<file path="config.mk">
export PLATFORM = sky130hd
export DESIGN_NAME = rmbc_modem_end_flat
export DESIGN_NICKNAME = d
export VERILOG_FILES = /design/src/core/rmbc_pkg.sv /design/src/core/rmbc_link_if.sv /design/src/core/rmbc_modem_end.sv /design/src/flat_wrapper.sv
export VERILOG_INCLUDE_DIRS = /design/src /design/src/core
export SDC_FILE = /design/constraint.sdc
export NUM_CORES = 1
export LEC_CHECK = 0
export BUFFER_PORTS_ARGS = -buffer_cell sky130_fd_sc_hd__buf_2
export CAP_MARGIN = 5
export CORE_ASPECT_RATIO = 1.25
export CORE_MARGIN = 2
export CORE_UTILIZATION = 62
export DETAILED_ROUTE_END_ITERATION = 10
export PLACE_DENSITY_LB_ADDON = 0.2
export SLEW_MARGIN = 40
export SYNTH_ARGS = -nofsm -noshare
export SYNTH_HDL_FRONTEND = slang
export SYNTH_SLANG_ARGS = --single-unit
export TNS_END_PERCENT = 30
</file>
<file path="constraint.sdc">
create_clock -name core_clk_i -period 5.3 [get_ports core_clk_i]
set_clock_uncertainty 0.05 [all_clocks]
set_input_delay 0.265 -clock core_clk_i [delete_from_list [all_inputs] [get_ports core_clk_i]]
set_output_delay 0.265 -clock core_clk_i [all_outputs]
set_load 0.02 [all_outputs]
</file>
<file path="src/core/rmbc_consts.svh">
/*
 * timing, rate and coder constants shared by the baseband coder's two ends.
 * assumes a single 20 MHz core clock feeding both ends.
 */
`ifndef RMBC_CONSTS_SVH
`define RMBC_CONSTS_SVH

// ----------------------------------------
// clock and line rates
// ----------------------------------------
`define RMBC_CLK_HZ 20000000
`define RMBC_RATE_LO_BPS 4800
`define RMBC_RATE_MID_BPS 9600
`define RMBC_RATE_HI_BPS 19200
`define RMBC_OVS 16
`define RMBC_OVS_W 4
`define RMBC_DIV_W 16
// sample point of a bit cell, counted from the last line transition
`define RMBC_RX_SAMPLE_PHASE 4'h7
`define RMBC_OVS_LAST 4'hf

// ----------------------------------------
// scrambler
// ----------------------------------------
`define RMBC_SCR_LEN 7
`define RMBC_SCR_TAP_A 6
`define RMBC_SCR_TAP_B 3
`define RMBC_SCR_RESET 7'h00

// ----------------------------------------
// serial framing on the host side
// ----------------------------------------
`define RMBC_BYTE_BITS 8
`define RMBC_BITCNT_LAST 3'h7
`define RMBC_IDLE_BIT 1'b1

`endif

</file>
<file path="src/core/rmbc_pkg.sv">
/*
 * types and shared functions of the baseband coder.
 * assumes rmbc_consts.svh is on the include path.
 */
`include "rmbc_consts.svh"

package rmbc_pkg;

	// line rate select; the spare code runs at the highest rate
	typedef enum logic [1:0] {
		RMBC_RATE_4800 = 2'h0,
		RMBC_RATE_9600 = 2'h1,
		RMBC_RATE_19200 = 2'h2,
		RMBC_RATE_SPARE = 2'h3
	} rmbc_rate_t;

	// host transmit serialiser states
	typedef enum logic [1:0] {
		RMBC_TX_IDLE = 2'h1,
		RMBC_TX_SHIFT = 2'h2
	} rmbc_htx_state_t;

	// oversampling divisor for a rate, rounded down
	function automatic logic [`RMBC_DIV_W-1:0] rmbc_ovs_div(input rmbc_rate_t rate);
		int bps;
		bps = `RMBC_RATE_HI_BPS;
		unique case (rate)
			RMBC_RATE_4800: bps = `RMBC_RATE_LO_BPS;
			RMBC_RATE_9600: bps = `RMBC_RATE_MID_BPS;
			RMBC_RATE_19200, RMBC_RATE_SPARE: bps = `RMBC_RATE_HI_BPS;
		endcase
		return `RMBC_DIV_W'(`RMBC_CLK_HZ / (bps * `RMBC_OVS));
	endfunction : rmbc_ovs_div

	// feedback of the seven-stage scrambler register
	function automatic logic rmbc_scr_fb(input logic [`RMBC_SCR_LEN-1:0] sr);
		return sr[`RMBC_SCR_TAP_A] ^ sr[`RMBC_SCR_TAP_B];
	endfunction : rmbc_scr_fb

endpackage : rmbc_pkg

</file>
<file path="src/core/rmbc_link_if.sv">
/*
 * synchronous serial channel between host and baseband coder.
 * assumes both ends run on the same core clock; strobes are one cycle wide.
 */
`timescale 1ns/1ps

interface rmbc_link_if;
	import rmbc_pkg::*;

	rmbc_rate_t rate_sel; // host: selected line rate
	logic tx_en; // host: transmit direction select
	logic tx_bit; // host: current outgoing bit
	logic tx_bit_req; // modem: pulse, tx_bit taken, present the next
	logic rx_bit; // modem: received, descrambled bit
	logic rx_bit_stb; // modem: pulse, rx_bit valid

	modport modem (
		input rate_sel,
		input tx_en,
		input tx_bit,
		output tx_bit_req,
		output rx_bit,
		output rx_bit_stb
	);

	modport host (
		output rate_sel,
		output tx_en,
		output tx_bit,
		input tx_bit_req,
		input rx_bit,
		input rx_bit_stb
	);
endinterface : rmbc_link_if

</file>
<file path="src/core/rmbc_modem_end.sv">
/*
 * baseband coder, modem end: scrambles, nrzi-encodes and synthesises the
 * transmit baseband level; synchronises, recovers clock, decodes and descrambles
 * on receive; steers the shared filter and programs its cut-off.
 * assumes the host end on the link, the same core clock on both ends, and
 * an asynchronous sliced receive level on rx_baseband_in_i.
 */
// Functional notes
// - three line rates, 4800, 9600, 19200 bps
// - transmit bits pass a 7-bit scrambler
// - nrzi encode transmit, nrzi decode receive
// - host sends sync bits, modem makes baseband
// - filter cut-off follows selected data rate
// - one filter, steered by transmit select
// - receive: recover bit clock, then descramble
// - descrambled bits go synchronously to host
// - host clock from crystal divided by two
// - host supplies the modem's only clock
`timescale 1ns/1ps

module rmbc_modem_end
	import rmbc_pkg::*;
(
	input wire logic core_clk_i,
	input wire logic resetn_i,
	rmbc_link_if.modem link,
	input wire logic rx_baseband_in_i,
	output logic tx_baseband_out_o,
	output logic [1:0] filter_cutoff_o,
	output logic filter_tx_path_o,
	output logic filter_rx_path_o
);

	// ----------------------------------------
	// oversampling divider
	// ----------------------------------------
	logic [`RMBC_DIV_W-1:0] div_cnt_r;
	logic [`RMBC_DIV_W-1:0] div_cnt_nxt;
	logic [`RMBC_DIV_W-1:0] div_last;
	logic ovs_tick;

	// divisor picked from the live rate; a change applies to the period in progress, which ends at once if already past the new last count
	assign div_last = rmbc_ovs_div(link.rate_sel) - `RMBC_DIV_W'h1;
	assign ovs_tick = (div_cnt_r >= div_last);
	assign div_cnt_nxt = ovs_tick ? '0 : div_cnt_r + `RMBC_DIV_W'h1;

	always_ff @(posedge core_clk_i) begin
		if (!resetn_i) begin
			div_cnt_r <= '0;
		end else begin
			div_cnt_r <= div_cnt_nxt;
		end
	end

	// ----------------------------------------
	// filter control
	// ----------------------------------------
	logic [1:0] cutoff_r;
	logic tx_path_r;
	logic rx_path_r;

	// the two path gates are exclusive so the filter never loops on itself
	always_ff @(posedge core_clk_i) begin
		if (!resetn_i) begin
			cutoff_r <= RMBC_RATE_4800;
			tx_path_r <= 1'b0;
			rx_path_r <= 1'b1;
		end else begin
			cutoff_r <= link.rate_sel;
			tx_path_r <= link.tx_en;
			rx_path_r <= ~link.tx_en;
		end
	end

	assign filter_cutoff_o = cutoff_r;
	assign filter_tx_path_o = tx_path_r;
	assign filter_rx_path_o = rx_path_r;

	// ----------------------------------------
	// transmit: bit timing
	// ----------------------------------------
	logic [`RMBC_OVS_W-1:0] tx_phase_r;
	logic tx_bit_tick;
	logic tx_req_r;

	assign tx_bit_tick = ovs_tick && (tx_phase_r == `RMBC_OVS_LAST);

	// a request pulse per bit cell; the host holds tx_bit until it sees it
	always_ff @(posedge core_clk_i) begin
		if (!resetn_i) begin
			tx_phase_r <= '0;
			tx_req_r <= 1'b0;
		end else begin
			if (ovs_tick) begin
				tx_phase_r <= tx_phase_r + `RMBC_OVS_W'h1;
			end
			tx_req_r <= tx_bit_tick && link.tx_en;
		end
	end

	assign link.tx_bit_req = tx_req_r;

	// ----------------------------------------
	// transmit: scrambler and nrzi encoder
	// ----------------------------------------
	logic [`RMBC_SCR_LEN-1:0] tx_sr_r;
	logic tx_scr_bit;
	logic tx_level_r;
	logic tx_level_nxt;

	assign tx_scr_bit = link.tx_bit ^ rmbc_scr_fb(tx_sr_r);
	// zero toggles, one holds
	assign tx_level_nxt = tx_scr_bit ? tx_level_r : ~tx_level_r;

	// the scrambled bit feeds back, so the far end locks after seven bits
	always_ff @(posedge core_clk_i) begin
		if (!resetn_i) begin
			tx_sr_r <= `RMBC_SCR_RESET;
			tx_level_r <= 1'b0;
		end else if (tx_req_r) begin
			tx_sr_r <= {tx_sr_r[`RMBC_SCR_LEN-2:0], tx_scr_bit};
			tx_level_r <= tx_level_nxt;
		end
	end

	// constant-amplitude baseband: a two-level line signal, shaped by the filter
	assign tx_baseband_out_o = tx_level_r;

	// ----------------------------------------
	// receive: slicer input synchroniser
	// ----------------------------------------
	logic rx_meta_r;
	logic rx_sync_r;
	logic rx_last_r;
	logic rx_edge;

	always_ff @(posedge core_clk_i) begin
		if (!resetn_i) begin
			rx_meta_r <= 1'b0;
			rx_sync_r <= 1'b0;
			rx_last_r <= 1'b0;
		end else begin
			rx_meta_r <= rx_baseband_in_i;
			rx_sync_r <= rx_meta_r;
			rx_last_r <= rx_sync_r;
		end
	end

	assign rx_edge = rx_sync_r ^ rx_last_r;

	// ----------------------------------------
	// receive: clock recovery
	// ----------------------------------------
	logic [`RMBC_OVS_W-1:0] rx_phase_r;
	logic rx_sample;

	// sample mid-cell; long runs free-wheel on the local divider
	assign rx_sample = ovs_tick && (rx_phase_r == `RMBC_RX_SAMPLE_PHASE) && !link.tx_en;

	// every transition realigns the cell so drift never accumulates
	always_ff @(posedge core_clk_i) begin
		if (!resetn_i) begin
			rx_phase_r <= '0;
		end else if (rx_edge) begin
			rx_phase_r <= '0;
		end else if (ovs_tick) begin
			rx_phase_r <= rx_phase_r + `RMBC_OVS_W'h1;
		end
	end

	// ----------------------------------------
	// receive: nrzi decoder and descrambler
	// ----------------------------------------
	logic rx_prev_level_r;
	logic rx_dec_bit;
	logic [`RMBC_SCR_LEN-1:0] rx_sr_r;
	logic rx_bit_r;
	logic rx_stb_r;

	assign rx_dec_bit = (rx_sync_r == rx_prev_level_r);

	// exact inverse of the scrambler: same taps, fed with line bits
	always_ff @(posedge core_clk_i) begin
		if (!resetn_i) begin
			rx_prev_level_r <= 1'b0;
			rx_sr_r <= `RMBC_SCR_RESET;
			rx_bit_r <= 1'b0;
			rx_stb_r <= 1'b0;
		end else begin
			rx_stb_r <= rx_sample;
			if (rx_sample) begin
				rx_prev_level_r <= rx_sync_r;
				rx_sr_r <= {rx_sr_r[`RMBC_SCR_LEN-2:0], rx_dec_bit};
				rx_bit_r <= rx_dec_bit ^ rmbc_scr_fb(rx_sr_r);
			end
		end
	end

	assign link.rx_bit = rx_bit_r;
	assign link.rx_bit_stb = rx_stb_r;

endmodule : rmbc_modem_end

</file>
<file path="src/flat_wrapper.sv">
// flat-port wrapper written by rule: the top's interface ports become plain ports
module rmbc_modem_end_flat import rmbc_pkg::*;
  (core_clk_i, resetn_i, rx_baseband_in_i, tx_baseband_out_o, filter_cutoff_o, filter_tx_path_o, filter_rx_path_o, link_rate_sel, link_tx_en, link_tx_bit, link_tx_bit_req, link_rx_bit, link_rx_bit_stb);
  rmbc_link_if link_i ();
  input wire logic core_clk_i;
  input wire logic resetn_i;
  input wire logic rx_baseband_in_i;
  output logic tx_baseband_out_o;
  output logic [1:0] filter_cutoff_o;
  output logic filter_tx_path_o;
  output logic filter_rx_path_o;
  input wire logic [$bits(link_i.rate_sel)-1:0] link_rate_sel;
  input wire logic [$bits(link_i.tx_en)-1:0] link_tx_en;
  input wire logic [$bits(link_i.tx_bit)-1:0] link_tx_bit;
  output wire logic [$bits(link_i.tx_bit_req)-1:0] link_tx_bit_req;
  output wire logic [$bits(link_i.rx_bit)-1:0] link_rx_bit;
  output wire logic [$bits(link_i.rx_bit_stb)-1:0] link_rx_bit_stb;
  assign link_i.rate_sel = link_rate_sel;
  assign link_i.tx_en = link_tx_en;
  assign link_i.tx_bit = link_tx_bit;
  assign link_tx_bit_req = link_i.tx_bit_req;
  assign link_rx_bit = link_i.rx_bit;
  assign link_rx_bit_stb = link_i.rx_bit_stb;
  rmbc_modem_end u_core (.core_clk_i(core_clk_i), .resetn_i(resetn_i), .link(link_i), .rx_baseband_in_i(rx_baseband_in_i), .tx_baseband_out_o(tx_baseband_out_o), .filter_cutoff_o(filter_cutoff_o), .filter_tx_path_o(filter_tx_path_o), .filter_rx_path_o(filter_rx_path_o));
endmodule
</file>
After elaboration in Yosys (flattened, before gate mapping). Index checks and enable logic that the tools add are counted. Widths: inputs -> output; s select.

Bits in registers: 50. Word-level logic and storage cells: 48.

Add/sub/neg operators: 4. Div/mod/pow operators: 1. Order comparisons: 1. Equality and inequality tests: 6. Mux-type cells: 1. Bitwise logic cells: 9. Reduce and logical (&&, ||, !) cells: 10.

Operators with widths (count): $pmux 28 s3 (1); $div 26x32->32 const A (1); $add 16x1->16 const B (1); $ge 16x16->1 (1); $sub 16x1->16 const B (1); $add 4x1->4 const B (2); $reduce_or 2->1 (3); $xor 1x1->1 (5); $eq 2x2->1 const B (2); $eq 4x3->1 const B (1); $eq 4x4->1 const B (1); $logic_and 1x1->1 (4); $not 1->1 (4); $eq 2x1->1 const B (1); $logic_not 2->1 (1); $reduce_and 2->1 (1); $eq 1x1->1 (1); $logic_not 1->1 (1).

Depth between registers and ports, before layout. Gate-level depths: netlist (run 1).

Depth in word-level cells: 8. Gate-level depth with buffers: 9. Mapped depth without buffers: 8.

Worst setup path after synthesis (run 1). OpenSTA, ideal clock, no wires.

Path type: input port to flip-flop. Start point: in link_rate_sel[0]. End point: reg u_core.tx_phase_r[2]. Library setup time: 0.074 ns. Data arrival time: 1.749 ns. Data required time: 5.176 ns. Path slack: 3.426 ns. Stages on the path: 7. Buffers on the path: 0. Cell sequence: or2_2 -> ha_1 -> nand2_1 -> o2111ai_1 -> a21oi_4 -> or4bb_1 -> o21ai_0.

Cells in the longest elaborated chain, start to end: 6. Elaborated cells between the ends (all ways): 9. Those cells by class: add/sub: 1; div: 1; order compare: 1; eq/ne: 3; mux: 1; reduce/logical: 2.

Ends and longest elaborated chain: start: declaration (RTL line flat_wrapper.sv:12) `input wire logic [$bits(link_i.rate_sel)-1:0] link_rate_sel;`; $eq 2x2->1 (RTL line rmbc_pkg.sv:27) `unique case (rate)`; $reduce_or 2->1 (RTL line rmbc_pkg.sv:27); $pmux 28 s3 (*) (RTL line rmbc_pkg.sv:27); $div 26x32->32 (no line) (*); $sub 16x1->16 (*) (RTL line rmbc_modem_end.sv:43) `` assign div_last = rmbc_ovs_div(link.rate_sel) - `RMBC_DIV_W'h1; ``; $ge 16x16->1 (*) (RTL line rmbc_modem_end.sv:44) `assign ovs_tick = (div_cnt_r >= div_last);`; end signal: assignment (RTL line rmbc_modem_end.sv:95) `` tx_phase_r <= tx_phase_r + `RMBC_OVS_W'h1; ``; end: declaration (RTL line rmbc_modem_end.sv:82) `` logic [`RMBC_OVS_W-1:0] tx_phase_r; ``.

Mark *: on every way between the ends. The rest lies on a longest branch, timed or not. The select of a mux whose other input is x is not followed. A chain may end at the register's enable or synchronous reset.

Worst setup path in the final report (run 1).
Start point: reg u_core.div_cnt_r[4]. End point: reg u_core.rx_bit_r (netlist: u_core.link.rx_bit).

Cells in the longest elaborated chain, start to end: 3.

Ends and longest elaborated chain: start: declaration (RTL line rmbc_modem_end.sv:37) `` logic [`RMBC_DIV_W-1:0] div_cnt_r; ``; start signal: assignment (RTL line rmbc_modem_end.sv:51) `div_cnt_r <= div_cnt_nxt;`; $ge 16x16->1 (RTL line rmbc_modem_end.sv:44); $logic_and 1x1->1 (2 in series) (RTL line rmbc_modem_end.sv:158) `` assign rx_sample = ovs_tick && (rx_phase_r == `RMBC_RX_SAMPLE_PHASE) && !link.tx_en; ``; end signal: assignment (RTL line rmbc_modem_end.sv:194) `rx_bit_r <= rx_dec_bit ^ rmbc_scr_fb(rx_sr_r);`; end: declaration (RTL line rmbc_modem_end.sv:177) `logic rx_bit_r;`.

No other way between the ends.

==> results.sh, run 1 <==
export IMPL_status="complete, no violations"
export IMPL_layout_min_cycle_time_ns=2.46
export IMPL_htree_levels=2
export IMPL_synth_ff_type="dfxtp_1"
export IMPL_post_route_period_util_pct=46.3
export IMPL_met2_length_um=1610
export IMPL_dr_pass1_iters=4
export IMPL_top_layer_used="met4"
export IMPL_numCtsBuffers=5
export IMPL_grt_pass1_wl_um=5390
export IMPL_synth_seq_cells=50
export IMPL_clock_sinks=50
export IMPL_cts_hold_buffers=0
export IMPL_yosysWarnings=0
export IMPL_grt_pass1_vias=1298
export IMPL_drc_errors=0
export IMPL_synth_edf_count=0
export IMPL_synth_cells=198
export IMPL_cts_root_buf="clkbuf_8"
export IMPL_post_place_ws_ns=2.78
export IMPL_die_w_um=54.7
export IMPL_worstSetupEndpointType="flip-flop"
export IMPL_worstSetupPathType="flip-flop to flip-flop"
export IMPL_fin_tns_setup_ns=0
export IMPL_hold_depth=2
export IMPL_syn_avg_cell_area_um2=10.1
export IMPL_p_leak_nw=0.927
export IMPL_mappedNetlistArea_um2=1990
export IMPL_reg2reg_from="u_core.div_cnt_r[4]"
export IMPL_routed_wirelength_um=3150
export IMPL_place_area_um2=2080
export IMPL_crit_start="u_core.div_cnt_r[4]"
export IMPL_yosysSeqAreaShare_pct=50.2
export IMPL_cts_resized=0
export IMPL_placement_io_buffers=14
export IMPL_worstMarginPinSlew_ns=0.558
export IMPL_design_area_um2=2160
export IMPL_worstPathArrival_ns=2.63
export IMPL_cp_required_ns=5.47
export IMPL_postCtsSetupBuffers=0
export IMPL_fin_nets=232
export IMPL_die_area_um2=3690
export IMPL_met1_length_um=1360
export IMPL_antenna_found_initial=0
export IMPL_syn_to_final_growth_pct=8.35
export IMPL_rows=23
export IMPL_min_from="rx_baseband_in_i"
export IMPL_rsz0062_at_grt="no"
export IMPL_path_clk_slew_ns=0.08
export IMPL_clkLatencyLatePin_ns=0.30
export IMPL_r2r_slack_ns=2.84
export IMPL_ios=15
export IMPL_hold_viol=0
export IMPL_mostFrequentLayoutCells="dfxtp_1 (50), nand2_1 (19), mux2i_1 (18)"
export IMPL_hpwlAfterDp_um=2250
export IMPL_start_kind="flip-flop"
export IMPL_critPathMaxFanout=16
export IMPL_power_density_nw_per_um2=289
export IMPL_relSlewSlack_pct=62.7
export IMPL_grt_remaining_overflow=0
export IMPL_core_area_um2=3140
export IMPL_whs_endpoint="u_core.rx_meta_r"
export IMPL_final_antenna_net_count=0
export IMPL_peakVddDrop_mv=0.251
export IMPL_clockBufferDepth=2
export IMPL_hp_class="primary input to flip-flop"
export IMPL_antennaDiodeCount=0
export IMPL_gp_congestion=0.737
export IMPL_max_freq_ghz=0.407
export IMPL_worst_slack_ns=2.84
export IMPL_avgViaCountPerCell=5.20
export IMPL_drive_gt1_share_pct=10.2
export IMPL_synthArstFlopShare_pct=0
export IMPL_fp_dieH_um=67.4
export IMPL_reg2reg_to="u_core.link.rx_bit"
export IMPL_initial_core_util_pct=63.5
export IMPL_r2r_cells=5
export IMPL_track_usage_pct=20.6
export IMPL_wl_per_cell_um=12.5
export IMPL_slew_viol_final=0
export IMPL_finalSetupViolCount=0
export IMPL_initialDrtViolationCount=27
export IMPL_wl_met3_um=126
export IMPL_grt_max_degree=35
export IMPL_drv_cap=0
export IMPL_vias=1315
export IMPL_cts_tree="done"
export IMPL_ys_types=32
export IMPL_layout_commonest_cell="dfxtp_1"
[logic make-up after synthesis]
family                   synth area share [%]
AND/OR/NAND/NOR                          19.8
adder cells (fa/ha/maj)                  5.65
flip-flops                               50.2
buffers and inverters                    3.20
other                                   0.377
multiplexers                             9.04
XOR/XNOR                                 7.91
AO/OA/AOI/OAI                            3.83
[routing by layer]
layer | vias up | track usage, %
met3 | 6 | 7.08
li1 | 681 | -
met2 | 18 | 34.5
met4 | 0 | 9.69
met1 | 610 | 22.8
met5 | - | 0
[area by class of cell]
class                      count  area, um2
multi-input combinational    139        943
clock buffer                   7       76.3
timing repair buffer          14       70.1
tap                           37       46.3
sequential                    50       1000
inverter                       6       22.5
fill                         260        977
[how the worst max path moves through the flow]
stage / end / slack, ns
final: u_core.link.rx_bit / 2.84
after global routing: u_core.rx_sr_r[4] / 2.67
after CTS: u_core.link.rx_bit / 2.83
after detailed placement: u_core.link.rx_bit / 2.78
after floorplan: u_core.tx_phase_r[2] / 3.43
after global placement: u_core.link.rx_bit / 2.87
[Yosys cell counts, types with 2 or more instances]
cell type  count  area (um2)
conb_1         2        7.51
nand2_1       19        71.3
xnor2_1        9        78.8
or3_1          3        18.8
inv_1          6        22.5
and2_1         8        50.1
nor2b_1        8        50.1
clkbuf_1       4        15.0
a21oi_1        3        15.0
nor3_1         2        10.0
dfxtp_1       50        1000
and3_1         5        31.3
xor2_1         9        78.8
o21ai_0        4        20.0
buf_6          2        22.5
nand3_1       10        50.1
ha_1           9         113
nor2_1        14        52.6
mux2i_1       18         180
[worst max-delay path, cell delays in order (launching register included)]
cell	delay [ns]
dfxtp_1	0.35
or4_1	0.55
a211o_1	0.32
a21oi_4	0.36
nand3b_1	0.50
mux2i_1	0.24
[report_power, final]
part	internal [mW]	switching, mW
sequential	0.384	0.00512
clock	0.0910	0.112
combinational	0.0140	0.0181
[state kept, by name, summed over array words and instances (netlist names), 2 cells and up]
signal,flops
u_core.tx_phase_r,4
u_core.rx_phase_r,4
u_core.filter_cutoff_o,2
u_core.tx_sr_r,7
u_core.div_cnt_r,16
u_core.rx_sr_r,7
[metrics by stage]
step                hold slack, ns  cells  utilization [%]  power (mW)
floorplan                    0.337    202                -       0.421
global placement             0.371    246             66.4       0.428
detailed placement           0.401    246             66.4       0.431
CTS                          0.116    253             68.8       0.630
global route                 0.117    253             68.8       0.650
finish                       0.122    253             68.8       0.624
No activity file was read; power rests on OpenSTA's default activity.
==> inputs of run 2 (changes only) <==
- CORE_UTILIZATION: 62 -> 58
- clock period: 5.3 -> 2.4 ns (I/O delays scaled with it)
==> run 2 against run 1 <==
Compared with the run above:
- worst hold slack lost 0.11 ns
- largest power group unchanged
- clock-buffer cell count shrank 2
- routed wire length grew 2.4%
- critical endpoint is now u_core.rx_sr_r[1]
- maximum frequency grew 14%
- sequential cell count is the same
- via count grew 1.3%
==> results.sh, run 2 (synthesized netlist as in run 1, its figures left out) <==
export IMPL_worstPathArrival_ns=2.32
export IMPL_design_area_um2=2190
export IMPL_routed_wirelength_um=3230
export IMPL_post_route_util_pct=67.3
export IMPL_cts_root_buf="clkbuf_8"
export IMPL_met2_length_um=1680
export IMPL_p_leak_nw=0.946
export IMPL_peakVddDrop_mv=0.594
export IMPL_fin_nets=235
export IMPL_grt_pass1_wl_um=6030
export IMPL_worstMarginPinSlew_ns=0.561
export IMPL_drv_cap=0
export IMPL_postCtsSetupBuffers=0
export IMPL_gp_congestion=0.758
export IMPL_clock_sinks=50
export IMPL_initial_core_util_pct=61.3
export IMPL_critPathMaxFanout=9
export IMPL_fin_tns_setup_ns=0
export IMPL_initialDrtViolationCount=26
export IMPL_rsz0062_at_grt="no"
export IMPL_ios=15
export IMPL_start_kind="flip-flop"
export IMPL_place_area_um2=2090
export IMPL_path_clk_slew_ns=0.08
export IMPL_top_layer_used="met4"
export IMPL_rows=23
export IMPL_mostFrequentLayoutCells="dfxtp_1 (50), nand2_1 (19), mux2i_1 (18)"
export IMPL_cts_tree="done"
export IMPL_layout_commonest_cell="dfxtp_1"
export IMPL_largest_reg_flops=16
export IMPL_grt_remaining_overflow=0
export IMPL_grt_pass1_vias=1400
export IMPL_hpwlAfterDp_um=2390
export IMPL_slowest_stage="or4_1"
export IMPL_hp_class="primary input to flip-flop"
export IMPL_antennaDiodeCount=0
export IMPL_vias=1332
export IMPL_layout_min_cycle_time_ns=2.15
export IMPL_fp_dieH_um=69.5
export IMPL_core_area_um2=3250
export IMPL_power_density_nw_per_um2=630
export IMPL_cts_hold_buffers=2
export IMPL_clockBufferDepth=2
export IMPL_final_antenna_net_count=0
export IMPL_drc_errors=0
export IMPL_slowest_delay_ns=0.53
export IMPL_avgViaCountPerCell=5.20
export IMPL_hold_viol=0
export IMPL_top_register="u_core.div_cnt_r"
export IMPL_slew_viol_final=0
export IMPL_met1_length_um=1400
export IMPL_clkLatencyLatePin_ns=0.30
export IMPL_placement_io_buffers=14
export IMPL_wl_met3_um=98
export IMPL_crit_path_cell_trace="or4_1 > a211o_1 > a21oi_4 > nand3b_1 > mux2i_1"
export IMPL_dr_pass1_iters=4
export IMPL_grt_max_degree=35
export IMPL_antenna_found_initial=0
export IMPL_cp_required_ns=2.57
export IMPL_numCtsBuffers=5
export IMPL_finalSetupViolCount=0
export IMPL_relSlewSlack_pct=62.5
export IMPL_die_w_um=56.4
export IMPL_post_route_period_util_pct=89.8
export IMPL_top_regs="u_core.div_cnt_r x16, u_core.rx_sr_r x7, u_core.tx_sr_r x7"
export IMPL_worstSetupPathType="flip-flop to flip-flop"
export IMPL_wl_per_cell_um=12.6
export IMPL_status="complete, no violations"
export IMPL_htree_levels=2
export IMPL_drive_gt1_share_pct=11.4
export IMPL_worstSetupEndpointType="flip-flop"
export IMPL_die_area_um2=3920
export IMPL_max_freq_ghz=0.464
export IMPL_cts_resized=0
export IMPL_syn_to_final_growth_pct=9.86
export IMPL_fin_hold_ws_ns=0.0132
export IMPL_track_usage_pct=19.6
==> run 2: cell types whose count changed in the layout (fill, tap and decap cells not counted), sizes merged <==
cell / change
dlygate4sd3: +2
buf: +1
clkinv: +2
clkbuf: -2
==> run 2: worst max-delay path, delay by kind of cell, from the launching register on <==
| kind | cells | cell delay [ns] |
|---|---|---|
| AND/OR/NAND/NOR | 2 | 0.98 |
| AO/OA/AOI/OAI | 2 | 0.43 |
| flip-flops | 1 | 0.34 |
| multiplexers | 1 | 0.27 |
==> run 2: cell type report <==
class | instances | area (um2)
Fill cell | 267 | 1060
Inverter | 6 | 22.5
Timing Repair Buffer | 17 | 97.6
Tap cell | 37 | 46.3
Multi-Input combinational cell | 139 | 943
Sequential cell | 50 | 1000
Clock inverter | 2 | 10.0
Clock buffer | 5 | 68.8
==> run 2: stage by stage <==
step	setup WS, ns	instances	total power [mW]
2_1_floorplan	0.533	202	0.930
3_3_place_gp	0.334	247	0.946
3_5_place_dp	0.228	247	0.951
4_1_cts	0.231	256	1.39
5_1_grt	0.0665	256	1.44
6_report	0.246	256	1.38
==> run 2: path summary, 6_finish.rpt <==
kind                             from                        end  slack [ns]  depth (start not counted)
setup / recovery  u_core.div_cnt_r[4]          u_core.rx_sr_r[1]        0.25                          5
hold / removal       link_rate_sel[1]  u_core.filter_cutoff_o[1]        0.01                          2
setup reg to reg  u_core.div_cnt_r[4]          u_core.rx_sr_r[1]        0.25                          5
hold reg to reg      u_core.rx_meta_r           u_core.rx_sync_r        0.39                          1
==> run 2: where the power goes <==
group,switching [mW],internal [mW]
clock,0.251,0.196
combinational,0.0407,0.0333
sequential,0.0111,0.848
total,0.303,1.08
==> run 2: metal layers <==
metal | vias to the layer above | track usage [%]
met1 | 625 | 21.1
met2 | 13 | 35.1
met3 | 6 | 5.78
met4 | 0 | 7.67
li1 | 688 | -
met5 | - | 0
==> inputs of run 3 (changes only) <==
- GPL_ROUTABILITY_DRIVEN: not set -> 0
- SETUP_SLACK_MARGIN: not set -> 0.3
==> run 3 against run 2 <==
Compared with the run above:
- design area is 0.91% higher
- sequential share of layout area is 0.36 points lower
- non-clock buffer count is 2 higher
- combinational power is 0.5% higher
- clock-buffer cell count stayed put
- maximum frequency is 9.3% higher
- critical endpoint unchanged
==> results.sh, run 3 (synthesized netlist as in run 1, its figures left out) <==
export IMPL_hpwlAfterDp_um=2390
export IMPL_antennaDiodeCount=0
export IMPL_hp_class="primary input to flip-flop"
export IMPL_grt_pass1_vias=1427
export IMPL_vias=1349
export IMPL_drv_cap=0
export IMPL_wl_per_cell_um=12.5
export IMPL_hold_viol=0
export IMPL_post_route_period_util_pct=82.2
export IMPL_clockBufferDepth=2
export IMPL_grt_max_degree=35
export IMPL_seqPwrFrac_pct=62.2
export IMPL_htree_levels=2
export IMPL_clkPwrFrac_pct=32.4
export IMPL_peakVddDrop_mv=0.590
export IMPL_grt_use_met2_pct=35.5
export IMPL_status="complete, no violations"
export IMPL_fp_dieH_um=69.5
export IMPL_fin_tns_setup_ns=0
export IMPL_ios=15
export IMPL_layout_commonest_cell="dfxtp_1"
export IMPL_initial_core_util_pct=61.3
export IMPL_dp_cells=247
export IMPL_power_density_nw_per_um2=625
export IMPL_clock_sinks=50
export IMPL_clkLatencyLatePin_ns=0.30
export IMPL_max_freq_ghz=0.507
export IMPL_worstMarginPinSlew_ns=0.501
export IMPL_top_usage_layer="met2"
export IMPL_top_register="u_core.div_cnt_r"
export IMPL_slew_viol_final=0
export IMPL_dr_pass1_iters=4
export IMPL_grtUsageMet1_pct=20.7
export IMPL_switchingPower_uw=303
export IMPL_path_clk_slew_ns=0.08
export IMPL_die_area_um2=3920
export IMPL_cts_tree="done"
export IMPL_antenna_found_initial=0
export IMPL_swShare_pct=22.0
export IMPL_grt_remaining_overflow=0
export IMPL_track_usage_pct=19.6
export IMPL_initialDrtViolationCount=34
export IMPL_routed_wirelength_um=3230
export IMPL_fillers=269
export IMPL_layout_min_cycle_time_ns=1.97
export IMPL_numCtsBuffers=5
export IMPL_start_kind="flip-flop"
export IMPL_final_cells=258
export IMPL_drc_errors=0
export IMPL_top_regs="u_core.div_cnt_r x16, u_core.rx_sr_r x7, u_core.tx_sr_r x7"
export IMPL_p_leak_nw=0.956
export IMPL_core_area_um2=3250
export IMPL_syn_to_final_growth_pct=10.9
export IMPL_die_w_um=56.4
export IMPL_post_route_util_pct=67.9
export IMPL_worstSetupEndpointType="flip-flop"
export IMPL_avgViaCountPerCell=5.23
export IMPL_final_antenna_net_count=0
export IMPL_fin_nets=237
export IMPL_drive_gt1_share_pct=12.7
export IMPL_rsz0062_at_grt="no"
export IMPL_placement_io_buffers=14
export IMPL_slowest_delay_ns=0.53
export IMPL_largest_reg_flops=16
export IMPL_worstPathArrival_ns=2.14
export IMPL_finalSetupViolCount=0
export IMPL_crit_path_cell_trace="or4_1 > a211o_1 > a21oi_4 > nand3b_1 > buf_4 > mux2i_1"
export IMPL_critPathMaxFanout=5
export IMPL_grt_pass1_wl_um=6030
export IMPL_rows=23
export IMPL_cts_root_buf="clkbuf_8"
export IMPL_cp_required_ns=2.57
export IMPL_relSlewSlack_pct=66.6
export IMPL_intPower_mw=1.08
export IMPL_slowest_stage="or4_1"
export IMPL_worstSetupPathType="flip-flop to flip-flop"
export IMPL_mostFrequentLayoutCells="dfxtp_1 (49), nand2_1 (19), mux2i_1 (18)"
export IMPL_grtUsageMet3_pct=5.78
export IMPL_power_total_mw=1.38
export IMPL_combPwrFrac_pct=5.4
run 3: cell types whose count changed in the layout (fill, tap and decap cells not counted), sizes merged:
cell / before / now
buf: 15 / 17
run 3: final timing paths:
kind	from	end	cells past startpoint	slack (ns)
min reg2reg	u_core.rx_meta_r	u_core.rx_sync_r	1	0.39
max	u_core.div_cnt_r[4]	u_core.rx_sr_r[1]	6	0.43
max reg2reg	u_core.div_cnt_r[4]	u_core.rx_sr_r[1]	6	0.43
min	link_rate_sel[1]	u_core.filter_cutoff_o[1]	2	0.01
run 3: critical path, delay by kind of cell (launching register included):
kind | cells | cell delay (ns)
and+or+nand+nor | 2 | 0.68
AOI/OAI and AO/OA | 2 | 0.45
DFF | 1 | 0.34
muxes | 1 | 0.21
buffers and inverters | 1 | 0.17
run 3: timing repair:
item | in CTS | in global routing
setup endpoints to repair | 9 | 12
setup buffers | 2 | 0
hold buffers | 2 | 0
resized for setup | 0 | 2
hold endpoints to repair | 2 | 0
run 3: layer usage:
layer  vias up  share of wire [%]
met1       635                 42
met5         -                  0
met4         0                1.6
met2        15                 53
met3         6                3.0
li1        693                  -
run 3: stage by stage:
step / hold slack (ns) / setup slack, ns / instance area, um2
detailed placement: 0.282 / 0.228 / 2090
CTS: 0.00305 / 0.419 / 2200
global placement: 0.282 / 0.334 / 2090
finish: 0.0141 / 0.428 / 2210
floorplan: 0.192 / 0.533 / 2010
global route: 0.0114 / 0.335 / 2210
run 3: layout make-up:
cell class                 instances  area [um2]  area share (%)
clock buffer                       5        68.8            3.11
clock inverter                     2        10.0           0.453
inverter                           6        22.5            1.02
multi-input combinational        139         943            42.7
sequential                        50        1000            45.4
tap                               37        46.3            2.10
timing repair buffer              19         116            5.27
run 3: power by group through the flow:
stage               sequential [mW]  combinational [mW]  clock, mW
CTS                           0.860              0.0744      0.460
global route                  0.863              0.0849      0.496
detailed placement            0.879              0.0716          0
finish                        0.859              0.0744      0.447
floorplan                     0.882              0.0486          0
global placement              0.878              0.0671          0
